$ cat config.mk
export PLATFORM = sky130hd
export DESIGN_NAME = flash_id_crc_ctrl
export DESIGN_NICKNAME = d
export VERILOG_FILES = /design/src/flash_cmd_pkg.sv /design/src/flash_bus_cycle.sv /design/src/flash_id_crc_ctrl.sv
export VERILOG_INCLUDE_DIRS = /design/src
export SDC_FILE = /design/constraint.sdc
export NUM_CORES = 1
export LEC_CHECK = 0
export ABC_CLOCK_PERIOD_IN_PS = 12030
export BUFFER_PORTS_ARGS = -buffer_cell sky130_fd_sc_hd__buf_2
export CELL_PAD_IN_SITES_DETAIL_PLACEMENT = 0
export CELL_PAD_IN_SITES_GLOBAL_PLACEMENT = 1
export CORE_ASPECT_RATIO = 1.5
export CORE_UTILIZATION = 44
export CTS_CLUSTER_SIZE = 14
export DETAILED_ROUTE_END_ITERATION = 10
export PLACE_DENSITY = 0.88
export SYNTH_ARGS = -nofsm -noshare
export SYNTH_HDL_FRONTEND = slang
export SYNTH_SLANG_ARGS = --single-unit
$ cat constraint.sdc
create_clock -name mclk -period 12.03 [get_ports mclk]
set_input_delay 0.6015 -clock mclk [delete_from_list [all_inputs] [get_ports mclk]]
set_output_delay 0.6015 -clock mclk [all_outputs]
set_load 0.05 [all_outputs]
$ cat src/flash_cmd_regs.svh
`ifndef FLASH_CMD_REGS_SVH
`define FLASH_CMD_REGS_SVH
`define UNLOCK1_ADDR_W 8'h55
`define UNLOCK1_ADDR_HI 4'h5
`define UNLOCK2_ADDR_W 12'h2aa
`define UNLOCK1_ADDR_B 12'haaa
`define UNLOCK1_DATA 16'h00aa
`define UNLOCK2_DATA 16'h0055
`define EXT_FUNC_CODE 16'h00eb
`define CRC_SUBOP_CODE 16'h0027
`define RANGE_COUNT_W 16'h000a
`define RANGE_COUNT_B 16'h0015
`define CHIP_COUNT_W 16'h0004
`define CHIP_COUNT_B 16'h0009
`define RANGE_OPT_W 16'hfffe
`define CHIP_OPT_W 16'hffff
`define OPT_LO_RANGE_B 16'h00fe
`define OPT_FF_B 16'h00ff
`define CONFIRM_CODE 16'h0029
`define AUTOSEL_CODE 16'h0090
`define RESET_CODE 16'h00f0
`define SUSPEND_CODE 16'h00b0
`define PROT_OFFSET 4'h2
`define EXTLOCK_OFFSET 4'h3
`define DEVID1_OFFSET 4'h1
`define DEVID2_OFFSET 4'he
`define DEVID3_OFFSET 4'hf
`define CRC_WORD_BASE 4'h1
`define RANGE_START_OFS 4'h5
`define RANGE_STOP_OFS 4'h8
`define RANGE_RSVD1_OFS 4'h7
`define RANGE_RSVD2_OFS 4'ha
`define POLL_DONE_BIT 7
`define POLL_ERR_BIT 5
`define TACC_NS 100
`define TWP_NS 50
`define CLK_NS 20
`define ACC_CYCLES (((`TACC_NS) + (`CLK_NS) - 1) / (`CLK_NS))
`define WP_CYCLES (((`TWP_NS) + (`CLK_NS) - 1) / (`CLK_NS))
`endif

$ cat src/flash_cmd_pkg.sv
package flash_cmd_pkg;
  typedef enum logic [2:0] {
    op_none,
    op_autosel,
    op_read_id,
    op_reset,
    op_crc_chip,
    op_crc_range,
    op_suspend
  } op_e;
  typedef enum logic [2:0] {
    rd_manuf,
    rd_dev1,
    rd_dev2,
    rd_dev3,
    rd_prot,
    rd_extlock
  } id_sel_e;
endpackage

$ cat src/flash_bus_cycle.sv
`timescale 1ns/1ps
`default_nettype none
`include "flash_cmd_regs.svh"
module flash_bus_cycle
  import flash_cmd_pkg::*;
#(
  parameter int ADDR_W = 26
) (
  input wire logic mclk,
  input wire logic rst,
  input wire logic start,
  input wire logic is_write,
  input wire logic [ADDR_W-1:0] addr,
  input wire logic [15:0] wdata,
  input wire logic [15:0] dq_in_sync,
  output logic done,
  output logic [15:0] rdata,
  output logic chip_select_n,
  output logic read_strobe_n,
  output logic write_strobe_n,
  output logic [ADDR_W-1:0] addr_out,
  output logic [15:0] dq_out,
  output logic dq_oe
);
  localparam logic [3:0] ACC = 4'(`ACC_CYCLES + 2);
  localparam logic [3:0] WP = 4'(`WP_CYCLES);
  logic [3:0] cnt_reg;
  logic busy_reg;
  logic wr_reg;
  wire last = (cnt_reg == 4'h1);
  always_ff @(posedge mclk or posedge rst) begin
    if (rst) begin
      cnt_reg <= 4'h0;
      busy_reg <= 1'b0;
      wr_reg <= 1'b0;
      done <= 1'b0;
      rdata <= 16'h0000;
      chip_select_n <= 1'b1;
      read_strobe_n <= 1'b1;
      write_strobe_n <= 1'b1;
      addr_out <= '0;
      dq_out <= 16'h0000;
      dq_oe <= 1'b0;
    end else begin
      done <= 1'b0;
      if (!busy_reg && start) begin
        busy_reg <= 1'b1;
        wr_reg <= is_write;
        cnt_reg <= is_write ? WP : ACC;
        addr_out <= addr;
        dq_out <= wdata;
        dq_oe <= is_write;
        chip_select_n <= 1'b0;
        read_strobe_n <= is_write;
        write_strobe_n <= !is_write;
      end else if (busy_reg) begin
        cnt_reg <= cnt_reg - 4'h1;
        if (last) begin
          // strobes rise together; data held one more cycle for hold time
          busy_reg <= 1'b0;
          done <= 1'b1;
          chip_select_n <= 1'b1;
          read_strobe_n <= 1'b1;
          write_strobe_n <= 1'b1;
          if (!wr_reg) begin
            rdata <= dq_in_sync;
          end
        end
      end else begin
        dq_oe <= 1'b0;
      end
    end
  end
endmodule
`default_nettype wire

$ cat src/flash_id_crc_ctrl.sv
`timescale 1ns/1ps
`default_nettype none
`include "flash_cmd_regs.svh"
module flash_id_crc_ctrl
  import flash_cmd_pkg::*;
#(
  parameter int ADDR_W = 26,
  parameter int POLL_LIMIT = 65535
) (
  input wire logic mclk,
  input wire logic rst,
  input wire logic cmd_valid,
  input wire op_e cmd_op,
  input wire id_sel_e cmd_id_sel,
  input wire logic [ADDR_W-1:0] cmd_addr,
  input wire logic [31:0] cmd_start_addr,
  input wire logic [31:0] cmd_stop_addr,
  input wire logic [63:0] cmd_expected_crc,
  input wire logic byte_mode,
  output logic cmd_ready,
  output logic resp_valid,
  output logic [15:0] resp_data,
  output logic resp_crc_fail,
  output logic resp_refused,
  output logic resp_timeout,
  output logic chip_select_n,
  output logic read_strobe_n,
  output logic write_strobe_n,
  output logic [ADDR_W-1:0] addr_out,
  output logic byte_lsb_address,
  output logic [15:0] dq_out,
  output logic dq_oe,
  input wire logic [15:0] dq_in,
  input wire logic ready_busy_pin
);
  typedef enum logic [2:0] {s_idle, s_seq, s_poll, s_resp} state_e;
  state_e state_reg;
  logic [4:0] step_reg;
  logic go_reg;
  op_e op_reg;
  id_sel_e sel_reg;
  logic [ADDR_W-1:0] base_reg;
  logic [31:0] start_reg, stop_reg;
  logic [63:0] crc_reg;
  logic bmode_reg;
  logic [15:0] dq_s1, dq_s2;
  logic rb_s1, rb_s2;
  logic [31:0] poll_cnt_reg;
  logic cyc_start_reg;
  logic cyc_wr_reg;
  logic [ADDR_W:0] cyc_addr_reg;
  logic [15:0] cyc_data_reg;
  logic cyc_done;
  logic [15:0] cyc_rdata;
  logic [ADDR_W-1:0] bus_addr;
  // step decoder: one bus cycle per step; address carries byte lane in bit 0
  function automatic logic [ADDR_W+16:0] step_word(input op_e op, input logic [4:0] s, input logic bm,
      input logic [63:0] crc, input logic [31:0] sa, input logic [31:0] ea, input logic [ADDR_W-1:0] idaddr,
      input id_sel_e sel);
    logic [ADDR_W:0] a;
    logic [15:0] d;
    logic [3:0] w;
    logic hi;
    logic [15:0] crcw;
    a = '0;
    d = 16'h0000;
    w = 4'h0;
    hi = 1'b0;
    crcw = 16'h0000;
    if (s == 5'd0) begin
      a = bm ? (ADDR_W+1)'(`UNLOCK1_ADDR_B) : (ADDR_W+1)'({`UNLOCK1_ADDR_HI, `UNLOCK1_ADDR_W, 1'b0});
      d = `UNLOCK1_DATA;
    end else if (s == 5'd1) begin
      a = bm ? (ADDR_W+1)'({`UNLOCK1_ADDR_HI, `UNLOCK1_ADDR_W}) : (ADDR_W+1)'({`UNLOCK2_ADDR_W, 1'b0});
      d = `UNLOCK2_DATA;
    end else if (op == op_autosel || op == op_reset || op == op_suspend) begin
      d = (op == op_autosel) ? `AUTOSEL_CODE : (op == op_reset) ? `RESET_CODE : `SUSPEND_CODE;
      a = bm ? (ADDR_W+1)'(`UNLOCK1_ADDR_B) : (ADDR_W+1)'({`UNLOCK1_ADDR_HI, `UNLOCK1_ADDR_W, 1'b0});
    end else if (op == op_read_id) begin
      case (sel)
        rd_manuf: w = 4'h0;
        rd_dev1: w = `DEVID1_OFFSET;
        rd_dev2: w = `DEVID2_OFFSET;
        rd_dev3: w = `DEVID3_OFFSET;
        rd_prot: w = `PROT_OFFSET;
        default: w = `EXTLOCK_OFFSET;
      endcase
      // protection read keeps only the block base; middle address bits forced low
      a = (sel == rd_prot) ? {idaddr[ADDR_W-1:16], 12'h000, w, 1'b0} : (ADDR_W+1)'({w, 1'b0});
    end else if (s == 5'd2) begin
      d = `EXT_FUNC_CODE;
    end else if (s == 5'd3) begin
      d = `CRC_SUBOP_CODE;
    end else if (s == 5'd4) begin
      if (op == op_crc_range) begin
        d = bm ? `RANGE_COUNT_B : `RANGE_COUNT_W;
      end else begin
        d = bm ? `CHIP_COUNT_B : `CHIP_COUNT_W;
      end
    end else if (s == 5'd5) begin
      d = (op == op_crc_range) ? (bm ? `OPT_LO_RANGE_B : `RANGE_OPT_W) : (bm ? `OPT_FF_B : `CHIP_OPT_W);
    end else if (bm && s == 5'd6) begin
      a = (ADDR_W+1)'(1);
      d = `OPT_FF_B;
    end else if (s == 5'd30) begin
      d = `CONFIRM_CODE;
    end else begin
      // word offsets from 1; in byte mode two lanes per word, low first
      w = bm ? 4'(((s - 5'd7) >> 1) + 5'd1) : 4'(s - 5'd5);
      hi = bm ? ~s[0] : 1'b0;
      case (w)
        4'h1: crcw = crc[15:0];
        4'h2: crcw = crc[31:16];
        4'h3: crcw = crc[47:32];
        4'h4: crcw = crc[63:48];
        `RANGE_START_OFS: crcw = sa[15:0];
        4'h6: crcw = sa[31:16];
        `RANGE_STOP_OFS: crcw = ea[15:0];
        4'h9: crcw = ea[31:16];
        default: crcw = 16'h0000;
      endcase
      a = bm ? (ADDR_W+1)'({w, hi}) : (ADDR_W+1)'({w, 1'b0});
      d = bm ? (hi ? {8'h00, crcw[15:8]} : {8'h00, crcw[7:0]}) : crcw;
    end
    return {a, d};
  endfunction
  wire [ADDR_W+16:0] step_bus = step_word(op_reg, step_reg, bmode_reg, crc_reg, start_reg, stop_reg,
      base_reg, sel_reg);
  wire [4:0] crc_words_end = (op_reg == op_crc_range) ? 5'd10 : 5'd4;
  wire [4:0] crc_last = bmode_reg ? 5'(6 + 2 * crc_words_end) : 5'(5 + crc_words_end);
  wire [4:0] next_step = (step_reg == crc_last && (op_reg == op_crc_chip || op_reg == op_crc_range)) ? 5'd30 :
      step_reg + 5'd1;
  wire is_crc = (op_reg == op_crc_chip) || (op_reg == op_crc_range);
  wire range_bad = (cmd_op == op_crc_range) && (cmd_stop_addr <= cmd_start_addr);
  wire busy_block = (cmd_op == op_autosel) && !rb_s2;
  flash_bus_cycle #(.ADDR_W(ADDR_W)) u_cycle (
    .mclk(mclk),
    .rst(rst),
    .start(cyc_start_reg),
    .is_write(cyc_wr_reg),
    .addr(cyc_addr_reg[ADDR_W:1]),
    .wdata(cyc_data_reg),
    .dq_in_sync(dq_s2),
    .done(cyc_done),
    .rdata(cyc_rdata),
    .chip_select_n(chip_select_n),
    .read_strobe_n(read_strobe_n),
    .write_strobe_n(write_strobe_n),
    .addr_out(bus_addr),
    .dq_out(dq_out),
    .dq_oe(dq_oe)
  );
  assign addr_out = bus_addr;
  logic lsb_reg;
  assign byte_lsb_address = lsb_reg;
  always_ff @(posedge mclk or posedge rst) begin
    if (rst) begin
      dq_s1 <= 16'h0000;
      dq_s2 <= 16'h0000;
      rb_s1 <= 1'b1;
      rb_s2 <= 1'b1;
    end else begin
      dq_s1 <= dq_in;
      dq_s2 <= dq_s1;
      rb_s1 <= ready_busy_pin;
      rb_s2 <= rb_s1;
    end
  end
  always_ff @(posedge mclk or posedge rst) begin
    if (rst) begin
      state_reg <= s_idle;
      step_reg <= 5'd0;
      go_reg <= 1'b0;
      op_reg <= op_none;
      sel_reg <= rd_manuf;
      base_reg <= '0;
      start_reg <= 32'h0;
      stop_reg <= 32'h0;
      crc_reg <= 64'h0;
      bmode_reg <= 1'b0;
      poll_cnt_reg <= 32'h0;
      cyc_start_reg <= 1'b0;
      cyc_wr_reg <= 1'b0;
      cyc_addr_reg <= '0;
      cyc_data_reg <= 16'h0000;
      lsb_reg <= 1'b0;
      cmd_ready <= 1'b0;
      resp_valid <= 1'b0;
      resp_data <= 16'h0000;
      resp_crc_fail <= 1'b0;
      resp_refused <= 1'b0;
      resp_timeout <= 1'b0;
    end else begin
      cyc_start_reg <= 1'b0;
      resp_valid <= 1'b0;
      case (state_reg)
        s_idle: begin
          cmd_ready <= 1'b1;
          if (cmd_valid && cmd_ready) begin
            cmd_ready <= 1'b0;
            op_reg <= cmd_op;
            sel_reg <= cmd_id_sel;
            base_reg <= cmd_addr;
            start_reg <= cmd_start_addr;
            stop_reg <= cmd_stop_addr;
            crc_reg <= cmd_expected_crc;
            bmode_reg <= byte_mode;
            resp_crc_fail <= 1'b0;
            resp_timeout <= 1'b0;
            resp_refused <= 1'b0;
            // busy part would refuse query entry; range with stop<=start does nothing
            if (busy_block || range_bad || cmd_op == op_none) begin
              resp_refused <= 1'b1;
              state_reg <= s_resp;
            end else begin
              step_reg <= (cmd_op == op_read_id) ? 5'd2 : (cmd_op == op_suspend) ? 5'd2 : 5'd0;
              state_reg <= s_seq;
              go_reg <= 1'b1;
            end
          end
        end
        s_seq: begin
          // load and launch together so no cycle starts on the previous step's word
          if (go_reg) begin
            go_reg <= 1'b0;
            cyc_start_reg <= 1'b1;
            cyc_wr_reg <= (op_reg != op_read_id);
            cyc_addr_reg <= step_bus[ADDR_W+16:16];
            cyc_data_reg <= step_bus[15:0];
            lsb_reg <= step_bus[16] & bmode_reg;
          end
          if (cyc_done) begin
            if (op_reg == op_read_id) begin
              resp_data <= cyc_rdata;
              state_reg <= s_resp;
            end else if (step_reg == 5'd30) begin
              poll_cnt_reg <= 32'h0;
              state_reg <= s_poll;
              cyc_wr_reg <= 1'b0;
              cyc_addr_reg <= '0;
              lsb_reg <= 1'b0;
              cyc_start_reg <= 1'b1;
            end else if (!is_crc && step_reg >= 5'd2) begin
              state_reg <= s_resp;
            end else begin
              step_reg <= next_step;
              go_reg <= 1'b1;
            end
          end
        end
        s_poll: begin
          if (cyc_done) begin
            poll_cnt_reg <= poll_cnt_reg + 32'h1;
            if ((cyc_rdata[`POLL_DONE_BIT] && rb_s2) || cyc_rdata[`POLL_ERR_BIT]) begin
              // error bit is judged even when the done bit is also up
              resp_crc_fail <= cyc_rdata[`POLL_ERR_BIT];
              resp_data <= cyc_rdata;
              state_reg <= s_resp;
            end else if (poll_cnt_reg == 32'(POLL_LIMIT)) begin
              resp_timeout <= 1'b1;
              state_reg <= s_resp;
            end else begin
              cyc_start_reg <= 1'b1;
            end
          end
        end
        s_resp: begin
          resp_valid <= 1'b1;
          state_reg <= s_idle;
        end
        default: state_reg <= s_idle;
      endcase
    end
  end
endmodule
`default_nettype wire

Word-level counts from Yosys, hierarchy flattened
Cells that the tools add are included.
- bitwise gates (word level): 4
- add/subtract/negate cells: 8
- magnitude comparators: 2
- eq/ne operators: 51
- multiplexer cells: 123
- reductions and logical operators: 38
- operator list (cell ; count):
    $mux W16 ; 18
    $mux W27 ; 9
    $mux W32 ; 4
    $pmux W16 S8 ; 1
    $mux W5 ; 16
    $pmux W32 S2 ; 1
    $mux W1 ; 46
    $add A32 B1 Y32 const B ; 1
    $eq A32 B16 Y1 const B ; 1
    $le A32 B32 Y1 ; 1
    $pmux W16 S2 ; 1
    $mux W3 ; 9
    $ne A2 B2 Y1 const B ; 11
    $eq A3 B2 Y1 const B ; 7
    $mux W4 ; 5
    $pmux W4 S5 ; 1
    $reduce_and A5 Y1 ; 4
    $eq A3 B3 Y1 const B ; 6
    $eq A5 B3 Y1 const B ; 3
    $mux W7 ; 2
    $eq A3 B1 Y1 const B ; 4
    $eq A4 B3 Y1 const B ; 3
    $eq A5 B2 Y1 const B ; 2
    $pmux W5 S2 ; 1
    other kinds (34) ; 69
- input port bits: 181
- output and inout bits: 68
- logic and storage cells: 263
- flip-flop bits (word level): 372

Depth between registers and ports, before layout
Gate-level depths: netlist of run 1.
- word-level depth: 18
- mapped depth: 15
- gate-level depth less buffers: 12

Modules after synthesis
Synthesis of run 1 repeated with hierarchy kept, for this count alone.
- cells, all modules: 1441
- area, all modules: 16535.9 um^2
- modules (own cells, without submodules) (module ; cells an instance ; times used ; area an instance (um^2) ; seq. area each (um^2)):
    flash_id_crc_ctrl ; 1275 ; 1 ; 13855.8 ; 7134.3
    flash_bus_cycle ; 166 ; 1 ; 2680.1 ; 1730.4

Least setup slack after synthesis of run 1
OpenSTA, ideal clock, no wires.
- path kind: flip-flop to flip-flop
- start point: register step_reg[0]
- end point: register cyc_data_reg[8]
- data required time: 11.904 ns
- stages on the path, launching flop included: 13
- library setup time: 0.126 ns
- data arrival time: 3.235 ns
- period minus slack after synthesis: 3.361 ns
- buffers on the path: 2
- slack: 8.669 ns
- cell sequence: dfrtp_1 > buf_2 > inv_1 > ha_1 > ha_1 > nand2b_1 > nand2_1 > clkbuf_1 > mux2_2 > a221oi_1 > a211oi_1 > a211o_1 > a221o_1
- longest elaborated chain between the ends: 16
- elaborated cells between the ends (all ways): 33
- classes of those cells: 3 x add/sub; 15 x eq/ne; 13 x mux; 2 x reduce/logical
- ends and longest elaborated chain (element ; RTL line ; text):
    start, declared ; flash_id_crc_ctrl.sv:38 ; logic [4:0] step_reg;
    start signal, assigned ; flash_id_crc_ctrl.sv:216 ; step_reg <= (cmd_op == op_read_id) ? 5'd2 : (cmd_op == op_suspend) ? 5'd2 : 5'd0;
    start signal, assigned ; flash_id_crc_ctrl.sv:246 ; step_reg <= next_step;
    $sub A5 B3 Y5 ; flash_id_crc_ctrl.sv:109 ; w = bm ? 4'(((s - 5'd7) >> 1) + 5'd1) : 4'(s - 5'd5);
    $add A4 B1 Y4 ; flash_id_crc_ctrl.sv:109 ;
    $mux W4 ; flash_id_crc_ctrl.sv:109 ;
    $eq A4 B4 Y1 (tied with other cells) ; flash_id_crc_ctrl.sv:111 ; case (w)
    $pmux W16 S8 ; flash_id_crc_ctrl.sv:111 ;
    $mux W16 ; flash_id_crc_ctrl.sv:123 ; d = bm ? (hi ? {8'h00, crcw[15:8]} : {8'h00, crcw[7:0]}) : crcw;
    $mux W16 ; flash_id_crc_ctrl.sv:105 ; end else if (s == 5'd30) begin
    $mux W16 ; flash_id_crc_ctrl.sv:102 ; end else if (bm && s == 5'd6) begin
    $mux W16 ; flash_id_crc_ctrl.sv:100 ; end else if (s == 5'd5) begin
    $mux W16 ; flash_id_crc_ctrl.sv:94 ; end else if (s == 5'd4) begin
    $mux W16 ; flash_id_crc_ctrl.sv:92 ; end else if (s == 5'd3) begin
    $mux W16 ; flash_id_crc_ctrl.sv:90 ; end else if (s == 5'd2) begin
    $mux W16 ; flash_id_crc_ctrl.sv:79 ; end else if (op == op_read_id) begin
    $mux W16 ; flash_id_crc_ctrl.sv:76 ; end else if (op == op_autosel || op == op_reset || op == op_suspend) begin
    $mux W16 ; flash_id_crc_ctrl.sv:73 ; end else if (s == 5'd1) begin
    $mux W16 * ; flash_id_crc_ctrl.sv:70 ; if (s == 5'd0) begin
    end signal, assigned ; flash_id_crc_ctrl.sv:229 ; cyc_data_reg <= step_bus[15:0];
    end, declared ; flash_id_crc_ctrl.sv:52 ; logic [15:0] cyc_data_reg;
Mark *: on every way between the ends. The rest lies on a longest branch, timed or not.
A chain may end at the register's enable or synchronous reset.

Worst setup path after layout of run 1
- start point: register step_reg[0]
- end point: register cyc_data_reg[7]
- longest elaborated chain between the ends: 17
- elaborated cells between the ends (all ways): 36
- classes of those cells: 3 x add/sub; 15 x eq/ne; 15 x mux; 1 x bitwise; 2 x reduce/logical
- ends and longest elaborated chain (element ; RTL line):
    $sub A5 B3 Y5 ; flash_id_crc_ctrl.sv:109
    $add A4 B1 Y4 ; flash_id_crc_ctrl.sv:109
    $mux W4 ; flash_id_crc_ctrl.sv:109
    $eq A4 B4 Y1 (tied with other cells) ; flash_id_crc_ctrl.sv:111
    $pmux W16 S8 ; flash_id_crc_ctrl.sv:111
    $mux W8 ; flash_id_crc_ctrl.sv:123
    $mux W16 ; flash_id_crc_ctrl.sv:123
    $mux W16 ; flash_id_crc_ctrl.sv:105
    $mux W16 ; flash_id_crc_ctrl.sv:102
    $mux W16 ; flash_id_crc_ctrl.sv:100
    $mux W16 ; flash_id_crc_ctrl.sv:94
    $mux W16 ; flash_id_crc_ctrl.sv:92
    $mux W16 ; flash_id_crc_ctrl.sv:90
    $mux W16 ; flash_id_crc_ctrl.sv:79
    $mux W16 ; flash_id_crc_ctrl.sv:76
    $mux W16 ; flash_id_crc_ctrl.sv:73
    $mux W16 * ; flash_id_crc_ctrl.sv:70
Marks and branches as above.

==> results of run 1 <==
## stage by stage
step | setup WS [ns] | total power, uW | instances
after global routing | 7.26 | 5320 | 2453
after floorplan | 1.62 | 3270 | 1751
after CTS | 7.52 | 5040 | 2448
after detailed placement | 7.55 | 3950 | 2391
final | 7.46 | 5030 | 2454
after global placement | 7.58 | 3900 | 2391
## worst max path at each step
stage	slack (ns)	endpoint	startpoint
floorplan	1.62	base_reg[16]	rst
global placement	7.58	cyc_data_reg[7]	step_reg[0]
detailed placement	7.55	cyc_data_reg[7]	step_reg[0]
CTS	7.52	cyc_data_reg[7]	step_reg[0]
global route	7.26	cyc_data_reg[1]	step_reg[0]
finish	7.46	cyc_data_reg[7]	step_reg[0]
## power by group through the flow
stage,combinational (uW),clock (uW),sequential (uW)
finish,2050,1080,1900
global placement,2000,0,1900
global route,2240,1150,1930
floorplan,1350,0,1920
CTS,2050,1100,1900
detailed placement,2030,0,1920
## cells in the final DEF (no fill, tap or decap), types with 11 or more instances in the layout
cell type  Yosys  final
nand2_1      568    568
dfrtp_1      349    349
buf_2         12    232
o21ai_0       88     88
nor2_1        62     61
inv_1         55     54
a21oi_1       49     49
ha_1          49     49
mux2_2        42     42
clkbuf_16      0     35
nand3_1       30     29
a22o_1        24     24
and3_1        20     19
nand4_1       18     18
a21o_1        18     18
nor3_1        19     18
a211oi_1      16     16
xor2_1        16     16
and2_1        15     15
a221oi_1      13     13
buf_4          2     13
a31oi_1       12     12
or3_1         12     12
a221o_1       11     11
## layout make-up
cell class / instances / area [sq um] / share of cell area
Antenna cell: 6 / 15.0 / 0.000777
Clock buffer: 47 / 971 / 0.0503
Clock inverter: 10 / 138 / 0.00713
Inverter: 56 / 218 / 0.0113
Multi-Input combinational cell: 1252 / 7240 / 0.375
Sequential cell: 354 / 8860 / 0.459
Tap cell: 484 / 606 / 0.0314
Timing Repair Buffer: 245 / 1260 / 0.0652
## cell families after synthesis
family | after synthesis | share of synthesized area
muxes | 50 | 0.0335
AOI/OAI and AO/OA | 323 | 0.137
DFF | 354 | 0.533
buffers and inverters | 145 | 0.0354
adders and majority gates | 49 | 0.0368
and+or+nand+nor | 803 | 0.208
xor gates and xnor gates | 27 | 0.0169
## layer usage
metal	up-vias	global-route usage
met5	-	0
met4	0	0.166
met3	119	0.0285
met2	400	0.450
met1	6538	0.285
li1	6388	-
==> results.toml, run 1 <==
[die]
dieArea_sq_um = 38600
top_level_ports = 249
die_w_um = 161
die_h_um = 240
initial_core_util = 0.450
rows = 86
core_sq_um = 37000

[hold_path]
hp-start = "ready_busy_pin"
hold_path_class = "input port to flop"
hold_path_end = "rb_s1"
holdPathStages = 1

[global_route]
grt_pass1_vias = 13566
grt_usage = 0.252
antenna_found_initial = 5
overflow = 0
grt_pass1_wl_um = 74500
grt_start_max_net_pins = 128

[sta]
worst_slew_pin_slew_ns = 1.10
hold_viol_final = 0
tns_ns = 0
rsz0062_at_grt = "no"
fmax_ghz = 0.219
slew-limit-headroom = 0.266
drv_slew = 0
period_share = 0.380
skew_ns = 0.0147
whs_ns = 0.177
setup_violations = 0
finalCriticalPeriod_ns = 4.57

[clock_tree]
cts_buffers = 34
htreeDepth = 2
cts_setup_buffers = 0
cts_sinks = 354
clk_latency_ns = 0.53
clk_path_buf_depth = 3
cts-root-buf = "clkbuf_16"
cts_tree = "yes"
cts_resized = 0
holdBufCountCts = 0
worst_setup_hold_path_clk_slew_ns = 0.06

[cells_and_area]
finalNetCount = 2173
areaGrowthSynthToFinish_pct = 16.1
largest_reg_flops = 64
final_cell_area_sq_um = 19300
fillCellCount = 3483
final_util = 0.522
drive_gt1_frac = 0.191

[yosys]
synth_warnings = 0
synth_edf_count = 0
synth_ff_type = "dfrtp_1"
synth_seq_area_share = 0.533
yosys_register_bits = 354
synth.top_cell.area_share = 0.525
synthArstFlopShare = 1.00
post_synth_instance_area_sq_um = 16600
synth.avg_cell_area_sq_um = 9.51
synth_top_cell_by_area = "dfrtp_1"
synth_nets = 1981
synth_common_cells = "nand2_1 (568), dfrtp_1 (349), o21ai_0 (88)"
synthCells = 1751
synth_area_leaders = "dfrtp_1 (52%), nand2_1 (13%), ha_1 (3.7%), mux2_2 (2.8%), o21ai_0 (2.6%)"
ys_types = 88
yosysMostFrequentCell = "nand2_1"

[setup_path]
crit_type = "flop to flop"
r2r_slack_ns = 7.46
crit_family = "compound AO/OA/AOI/OAI gates"
start_kind = "flop"
slowest_stage = "dfrtp_1"
r2r-end = "cyc_data_reg[7]"
cp_max_fo = 24
cp_slowest_stage_delay_ns = 0.64
worstReg2RegStart = "step_reg[0]"
cp-end-kind = "flop"
cp_num_buf_inv = 1
path_depth = 11
crit_chain = "inv_1 > ha_1 > ha_1 > xnor2_2 > a221o_1 > nor2_4 > a211oi_4 > a221oi_1 > and2_1 > o2111ai_1 > a41oi_1"
cp.required_ns = 12.47
worst_ep_arrival_time_ns = 5.02
rr_worst_depth = 11
cpMostUsedCell = "ha_1"

[routing]
routed.top_layer = "met4"
antenna_left = 0
wl_met2_um = 25200
routedWlPerCell_um = 19.6
drt-initial-drc-count = 828
drcViolationCount = 0
first_pass_iters = 6
route.met3.wl_um = 1820
wl_met1_um = 18100
vias = 13445
routed_wl_um = 48200
vias_per_cell = 5.48

[power]
p_leak_uw = 0.00980
intPower_uw = 2850
pwr_density_cell_nw_per_um2 = 261
combPwrFrac = 0.408
p_clk_frac = 0.214
seqPwrFrac = 0.378
p_sw_uw = 2190
peakVddDrop_v = 0.000118
switching_share = 0.434

[placement]
globalplace.congestion = 0.925
io_buffers = 232
dp_hpwl_um = 35600
dpl_cell_area_sq_um = 18200

[job]
maxCapViolations = 0

[run_status]
status = "complete, no violations"
Power figures use the tool's default switching activity.
==> run 2, diff against run 1 <==
--- a/config.mk
+++ b/config.mk
@@ -6,12 +6,13 @@
 export SDC_FILE = /design/constraint.sdc
 export NUM_CORES = 1
 export LEC_CHECK = 0
-export ABC_CLOCK_PERIOD_IN_PS = 12030
+export ABC_AREA = 1
+export ABC_CLOCK_PERIOD_IN_PS = 4700
 export BUFFER_PORTS_ARGS = -buffer_cell sky130_fd_sc_hd__buf_2
 export CELL_PAD_IN_SITES_DETAIL_PLACEMENT = 0
 export CELL_PAD_IN_SITES_GLOBAL_PLACEMENT = 1
 export CORE_ASPECT_RATIO = 1.5
-export CORE_UTILIZATION = 44
+export CORE_UTILIZATION = 43
 export CTS_CLUSTER_SIZE = 14
 export DETAILED_ROUTE_END_ITERATION = 10
 export PLACE_DENSITY = 0.88
==> constraint.sdc (replaced) <==
create_clock -name mclk -period 4.7 [get_ports mclk]
set_input_delay 0.235 -clock mclk [delete_from_list [all_inputs] [get_ports mclk]]
set_output_delay 0.235 -clock mclk [all_outputs]
set_load 0.05 [all_outputs]
==> run 2 against run 1 <==
Count of clock-buffer cells in the layout is the same. Global-route usage shrank 0.90 points. Wire length shrank 1.3%. Maximum frequency grew 21%. Cell area grew 8.9%. Clock skew grew 0.0047 ns. Via count grew 11%. Core utilization grew 2.4 points. Setup slack lost 6.5 ns.
==> results.toml, run 2 <==
[routing]
drt-initial-drc-count = 864
drcViolationCount = 0
vias = 14861
first_pass_iters = 5
vias_per_cell = 5.09
antenna_left = 0
routedWlPerCell_um = 16.3
routed_wl_um = 47600

[setup_path]
r2r_slack_ns = 0.93
r2r-end = "cyc_data_reg[4]"
rr_worst_depth = 21
cpMostUsedCell = "nand2_1"
start_kind = "flop"
slowest_stage = "dfrtp_1"
crit_chain = "inv_1 > ha_1 > ha_1 > nand2_2 > o21ai_4 > inv_2 > nor2_1 > nand2_1 > inv_2 > nand2_1 > nand2_1 > nor2_1 > nand2_1 > nand2_1 > nand2_1 > nand2_1 > nand2_1 > nand2_1 > nand2_1 > nand2_1 > nand2_1"
cp_max_fo = 8
cp_slowest_stage_delay_ns = 0.56
cp.required_ns = 5.16
cp-end-kind = "flop"
worstReg2RegStart = "step_reg[0]"
worst_ep_arrival_time_ns = 4.23
crit_type = "flop to flop"

[clock_tree]
cts_tree = "yes"
cts_setup_buffers = 0
clk_latency_ns = 0.53
clk_path_buf_depth = 3
htreeDepth = 2
holdBufCountCts = 150
worst_setup_hold_path_clk_slew_ns = 0.07
cts_resized = 0
cts_sinks = 354
cts_buffers = 35
cts-root-buf = "clkbuf_16"

[yosys]
synth_area_leaders = "dfrtp_1 (52%), nand2_1 (16%), inv_1 (4.9%), o21ai_0 (4.8%), ha_1 (3.6%)"
post_synth_instance_area_sq_um = 16800
synth_common_cells = "nand2_1 (698), dfrtp_1 (349), inv_1 (220)"
synth_top_cell_by_area = "dfrtp_1"
ys_types = 54
synth-simple-area-share = 0.256
synth_warnings = 0
synthArstFlopShare = 1.00
synthAdderAreaFrac = 0.0364
synth_seq_area_share = 0.527
synth_edf_count = 0
synth_nets = 2266
synth.avg_cell_area_sq_um = 8.27
yosysMostFrequentCell = "nand2_1"
synth.top_cell.area_share = 0.519
synth_mux_area_frac = 0
synth_top_family_by_area = "simple AND/OR/NAND/NOR gates"
synth_ff_type = "dfrtp_1"
synthCells = 2036
synth-compound-area-share = 0.107
yosys_register_bits = 354
synth_xor_area_frac = 0.00104

[global_route]
antenna_found_initial = 5
grt_pass1_wl_um = 76600
grt_start_max_net_pins = 170
grt_pass1_vias = 15071
grt_usage = 0.243
overflow = 0

[die]
rows = 88
top_level_ports = 249
dieArea_sq_um = 40000
die_h_um = 244
initial_core_util = 0.437
die_w_um = 164
core_sq_um = 38500

[sta]
worst_slack_ns = 0.926
rsz0062_at_grt = "no"
setup_violations = 0
worst_slew_pin_slew_ns = 1.14
skew_ns = 0.0195
whs_ns = 0.0218
drv_slew = 0
fmax_ghz = 0.265
finalCriticalPeriod_ns = 3.77
slew-limit-headroom = 0.240
hold_viol_final = 0
period_share = 0.803

[cells_and_area]
drive_gt1_frac = 0.151
fillCellCount = 3565
multi_input_area_sq_um = 6750
layout_common_cells = "nand2_1 (698), dfrtp_1 (349), buf_2 (232), inv_1 (219), o21ai_0 (163)"
final_common_cell = "nand2_1"
area.sequential_sq_um = 8860
finalNetCount = 2624
final_cell_area_sq_um = 21000
areaGrowthSynthToFinish_pct = 24.9
largest_reg_flops = 64

[power]
p_leak_uw = 0.0108
total_power_uw = 11900
pwr_density_cell_nw_per_um2 = 564
peakVddDrop_v = 0.000513

[job]
maxCapViolations = 0

[hold_path]
hold_path_end = "base_reg[24]"
hp-start = "cmd_addr[24]"
holdPathStages = 3
hold_path_class = "input port to flop"

[placement]
dp_slack_ns = 0.995
io_buffers = 232
dpl_cell_area_sq_um = 18400
globalplace.congestion = 0.917
dp_hpwl_um = 33400

[run_status]
status = "complete, no violations"
[run 2: kinds of logic after synthesis]
group,Yosys count
xor+xnor,2
simple gates,1006
fa+ha+maj,49
buf+inv,304
flops,354
compound gates,321
[run 2: worst max path at each step]
stage / startpoint / to / slack [ns]
final: step_reg[0] / cyc_data_reg[4] / 0.93
after global placement: step_reg[0] / cyc_data_reg[4] / 1.08
after detailed placement: step_reg[0] / cyc_data_reg[4] / 1.0
after global routing: step_reg[0] / cyc_data_reg[4] / 0.58
after CTS: step_reg[0] / cyc_data_reg[4] / 0.95
after floorplan: rst / base_reg[16] / -0.27
[run 2: where the power goes]
part / total, uW / switching [uW] / internal (uW) / leakage, uW
Clock: 2780 / 1170 / 1620 / 0.000554
Combinational: 4470 / 3190 / 1280 / 0.00574
Sequential: 4600 / 565 / 4040 / 0.00451
Total: 11900 / 4920 / 6930 / 0.0108
[run 2: metrics by stage]
stage	util	cells	TNS, ns
after floorplan	-	2036	-95.37
after global placement	0.477	2702	0
after detailed placement	0.477	2702	0
after CTS	0.545	2912	0
after global routing	0.546	2917	0
final	0.546	2918	0
[run 2: final cells by class]
cell class                      count  share of cell area
Tap cell                          495              0.0295
Sequential cell                   354               0.422
Antenna cell                        6            0.000714
Inverter                          233              0.0421
Clock inverter                     13             0.00714
Clock buffer                       47              0.0462
Timing Repair Buffer              392               0.132
Multi-Input combinational cell   1378               0.321
[run 2: per-layer routing]
metal | GRT usage | wire length, um | vias to the layer above
met3 | 0.0282 | 1910 | 121
met2 | 0.433 | 24300 | 405
met5 | 0 | 0 | -
met4 | 0.121 | 2310 | 0
met1 | 0.286 | 19100 | 7092
li1 | - | - | 7243
[run 2: critical path, delay by kind of cell, from the launching register on]
kind                     cells  cell delay, ns
adder cells (fa/ha/maj)      2            0.71
AO/OA/AOI/OAI                1            0.18
flip-flops                   1            0.56
AND/OR/NAND/NOR             15            1.74
buffers and inverters        3            0.49
==> run 3, diff against run 2 <==
--- a/config.mk
+++ b/config.mk
@@ -7,15 +7,15 @@
 export NUM_CORES = 1
 export LEC_CHECK = 0
 export ABC_AREA = 1
-export ABC_CLOCK_PERIOD_IN_PS = 4700
+export ABC_CLOCK_PERIOD_IN_PS = 3250
 export BUFFER_PORTS_ARGS = -buffer_cell sky130_fd_sc_hd__buf_2
 export CELL_PAD_IN_SITES_DETAIL_PLACEMENT = 0
 export CELL_PAD_IN_SITES_GLOBAL_PLACEMENT = 1
 export CORE_ASPECT_RATIO = 1.5
-export CORE_UTILIZATION = 43
+export CORE_UTILIZATION = 39
 export CTS_CLUSTER_SIZE = 14
 export DETAILED_ROUTE_END_ITERATION = 10
-export PLACE_DENSITY = 0.88
+export PLACE_DENSITY = 0.85
 export SYNTH_ARGS = -nofsm -noshare
 export SYNTH_HDL_FRONTEND = slang
 export SYNTH_SLANG_ARGS = --single-unit
==> constraint.sdc (replaced) <==
create_clock -name mclk -period 3.25 [get_ports mclk]
set_input_delay 0.1625 -clock mclk [delete_from_list [all_inputs] [get_ports mclk]]
set_output_delay 0.1625 -clock mclk [all_outputs]
set_load 0.05 [all_outputs]
==> run 3 against run 2 <==
Sequential power is 45% higher. Worst hold slack better by 0.092 ns. Clock skew down 0.0070 ns. Critical endpoint is now cyc_data_reg[6]. Maximum frequency rose by 24%. Final cell count rose by 5.0%. First-iteration DRC count up 16%. Die area up 10%. Critical path depth grew 4.
==> results.toml, run 3 (same netlist as run 2, synthesis figures left out) <==
[global_route]
antenna_found_initial = 7
grt_start_max_net_pins = 126
grt_pass1_wl_um = 80300
overflow = 0
grt_pass1_vias = 15359
grt_usage = 0.233

[power]
p_sw_uw = 7350
combPwrFrac = 0.393
p_clk_frac = 0.232
pwr_density_cell_nw_per_um2 = 816
intPower_uw = 10500
seqPwrFrac = 0.375
peakVddDrop_v = 0.000337
p_leak_uw = 0.0112
switching_share = 0.413

[hold_path]
hold_path_class = "input port to flop"
holdPathStages = 4
hp-start = "cmd_valid"
hold_path_end = "cmd_ready"

[setup_path]
worstReg2RegStart = "step_reg[0]"
r2r_slack_ns = 0.21
cp_max_fo = 14
cpMostUsedCell = "nand2_1"
crit_family = "simple AND/OR/NAND/NOR gates"
worst_ep_arrival_time_ns = 3.46
r2r-end = "cyc_data_reg[6]"
start_kind = "flop"
crit_type = "flop to flop"
rr_worst_depth = 25
cp-end-kind = "flop"
cp_num_buf_inv = 5
slowest_stage = "dfrtp_1"
cp.required_ns = 3.67
cp_slowest_stage_delay_ns = 0.45
startpoint = "step_reg[0]"

[routing]
routed_wl_um = 49800
routedWlPerCell_um = 16.3
vias_per_cell = 4.90
drcViolationCount = 0
vias = 15002
drt-initial-drc-count = 999
first_pass_iters = 5
antenna_left = 0

[cells_and_area]
multi_input_area_sq_um = 6780
finalNetCount = 2695
final_common_cell = "nand2_1"
fillCellCount = 3974
largest_reg_flops = 64
layout_common_cells = "nand2_1 (697), dfrtp_1 (349), buf_2 (232), inv_1 (219)"
final-instance-count-excl-fill = 3063
area.sequential_sq_um = 8860
drive_gt1_frac = 0.172
final_util = 0.517
areaGrowthSynthToFinish_pct = 29.8

[sta]
setup_violations = 0
slew-limit-headroom = 0.268
drv_slew = 0
hold_viol_final = 0
finalCriticalPeriod_ns = 3.04
period_share = 0.936
skew_ns = 0.0125
worst_slew_pin_slew_ns = 1.09
fmax_ghz = 0.329
rsz0062_at_grt = "no"
tns_ns = 0

[placement]
io_buffers = 232
globalplace.congestion = 0.928
dp.cells = 2829
dp_hpwl_um = 36100

[die]
initial_core_util = 0.398
die_h_um = 256
top_level_ports = 249
dieArea_sq_um = 44000
rows = 92
die_w_um = 172
core_sq_um = 42200

[clock_tree]
cts_buffers = 35
clk_path_buf_depth = 3
htreeDepth = 2
cts-root-buf = "clkbuf_16"
worst_setup_hold_path_clk_slew_ns = 0.06
cts_setup_buffers = 0
cts_sinks = 354
clk_latency_ns = 0.54
cts_tree = "yes"

[job]
maxCapViolations = 0

[run_status]
status = "complete, no violations"
-- run 3: cell count changes in the layout (fill, tap and decap cells not counted), sizes merged --
cell / before / now
inv: 232 / 233
diode: 6 / 7
clkinvlp: 2 / 5
clkbuf: 47 / 51
buf: 242 / 300
dlygate4sd3: 150 / 163
clkinv: 9 / 5
-- run 3: cell type report --
cell class | instances | share of cell area
Multi-Input combinational cell | 1378 | 0.310
Clock buffer | 51 | 0.0456
Tap cell | 564 | 0.0323
Inverter | 233 | 0.0405
Antenna cell | 7 | 0.000802
Timing Repair Buffer | 463 | 0.157
Sequential cell | 354 | 0.406
Clock inverter | 13 | 0.00773
-- run 3: worst reg2reg max path: stages, from the launching register on --
cell and delay (ns):
dfrtp_1 0.45, ha_2 0.24, inv_2 0.06, nand2_2 0.05, nand2_2 0.06, inv_1 0.05
ha_1 0.29, nand2_2 0.07, o21ai_4 0.14, buf_4 0.17, nor2_2 0.05, inv_2 0.13
nor2_4 0.07, buf_12 0.14, nand2_1 0.05, nand2_1 0.05, nor2_1 0.25, nand3_1 0.11
nand3_1 0.09, nand2_1 0.08, nand2_1 0.06, nand2_1 0.05, nand2_1 0.05, nand2_1 0.05
nand2_1 0.06, nand2_1 0.05
-- run 3: metal layers --
metal	track usage	wire length [um]	part of all wire	vias up
li1	-	-	-	7386
met1	0.271	19500	0.39	7104
met2	0.420	26400	0.53	385
met3	0.0284	1830	0.037	127
met4	0.105	2140	0.043	0
met5	0	0	0	-
-- run 3: power groups by stage --
stage,combinational [uW],clock [uW],sequential [uW]
after floorplan,3950,0,7260
after global placement,6660,0,6690
after detailed placement,6820,0,6730
after CTS,7010,4220,6670
after global routing,7810,4400,6830
final,7010,4130,6670
-- run 3: what timing repair did --
item | 4_1_cts | 5_1_grt
gates resized for setup | 0 | 7
setup endpoints to repair | 0 | 8
hold buffers | 163 | 0
endpoints found under the hold margin | 177 | 0
-- run 3: how the worst max path moves through the flow --
stage          depth (start not counted)  slack (ns)               to
6_report                              25        0.21  cyc_data_reg[6]
5_1_grt                               20        0.02  cyc_data_reg[3]
4_1_cts                               25        0.16  cyc_data_reg[2]
3_5_place_dp                          25        0.18  cyc_data_reg[2]
3_3_place_gp                          24        0.22  cyc_data_reg[3]
2_1_floorplan                          1       -1.65     base_reg[16]
-- run 3: through the flow --
step	hold WS, ns	instance area [sq um]	setup WS [ns]	power, uW
final	0.114	21800	0.208	17800
after global routing	0.126	21800	0.0182	19000
after CTS	0.0977	21800	0.157	17900
after detailed placement	0.270	19000	0.184	13500
after global placement	0.270	19000	0.217	13400
after floorplan	0.167	16800	-1.65	11200
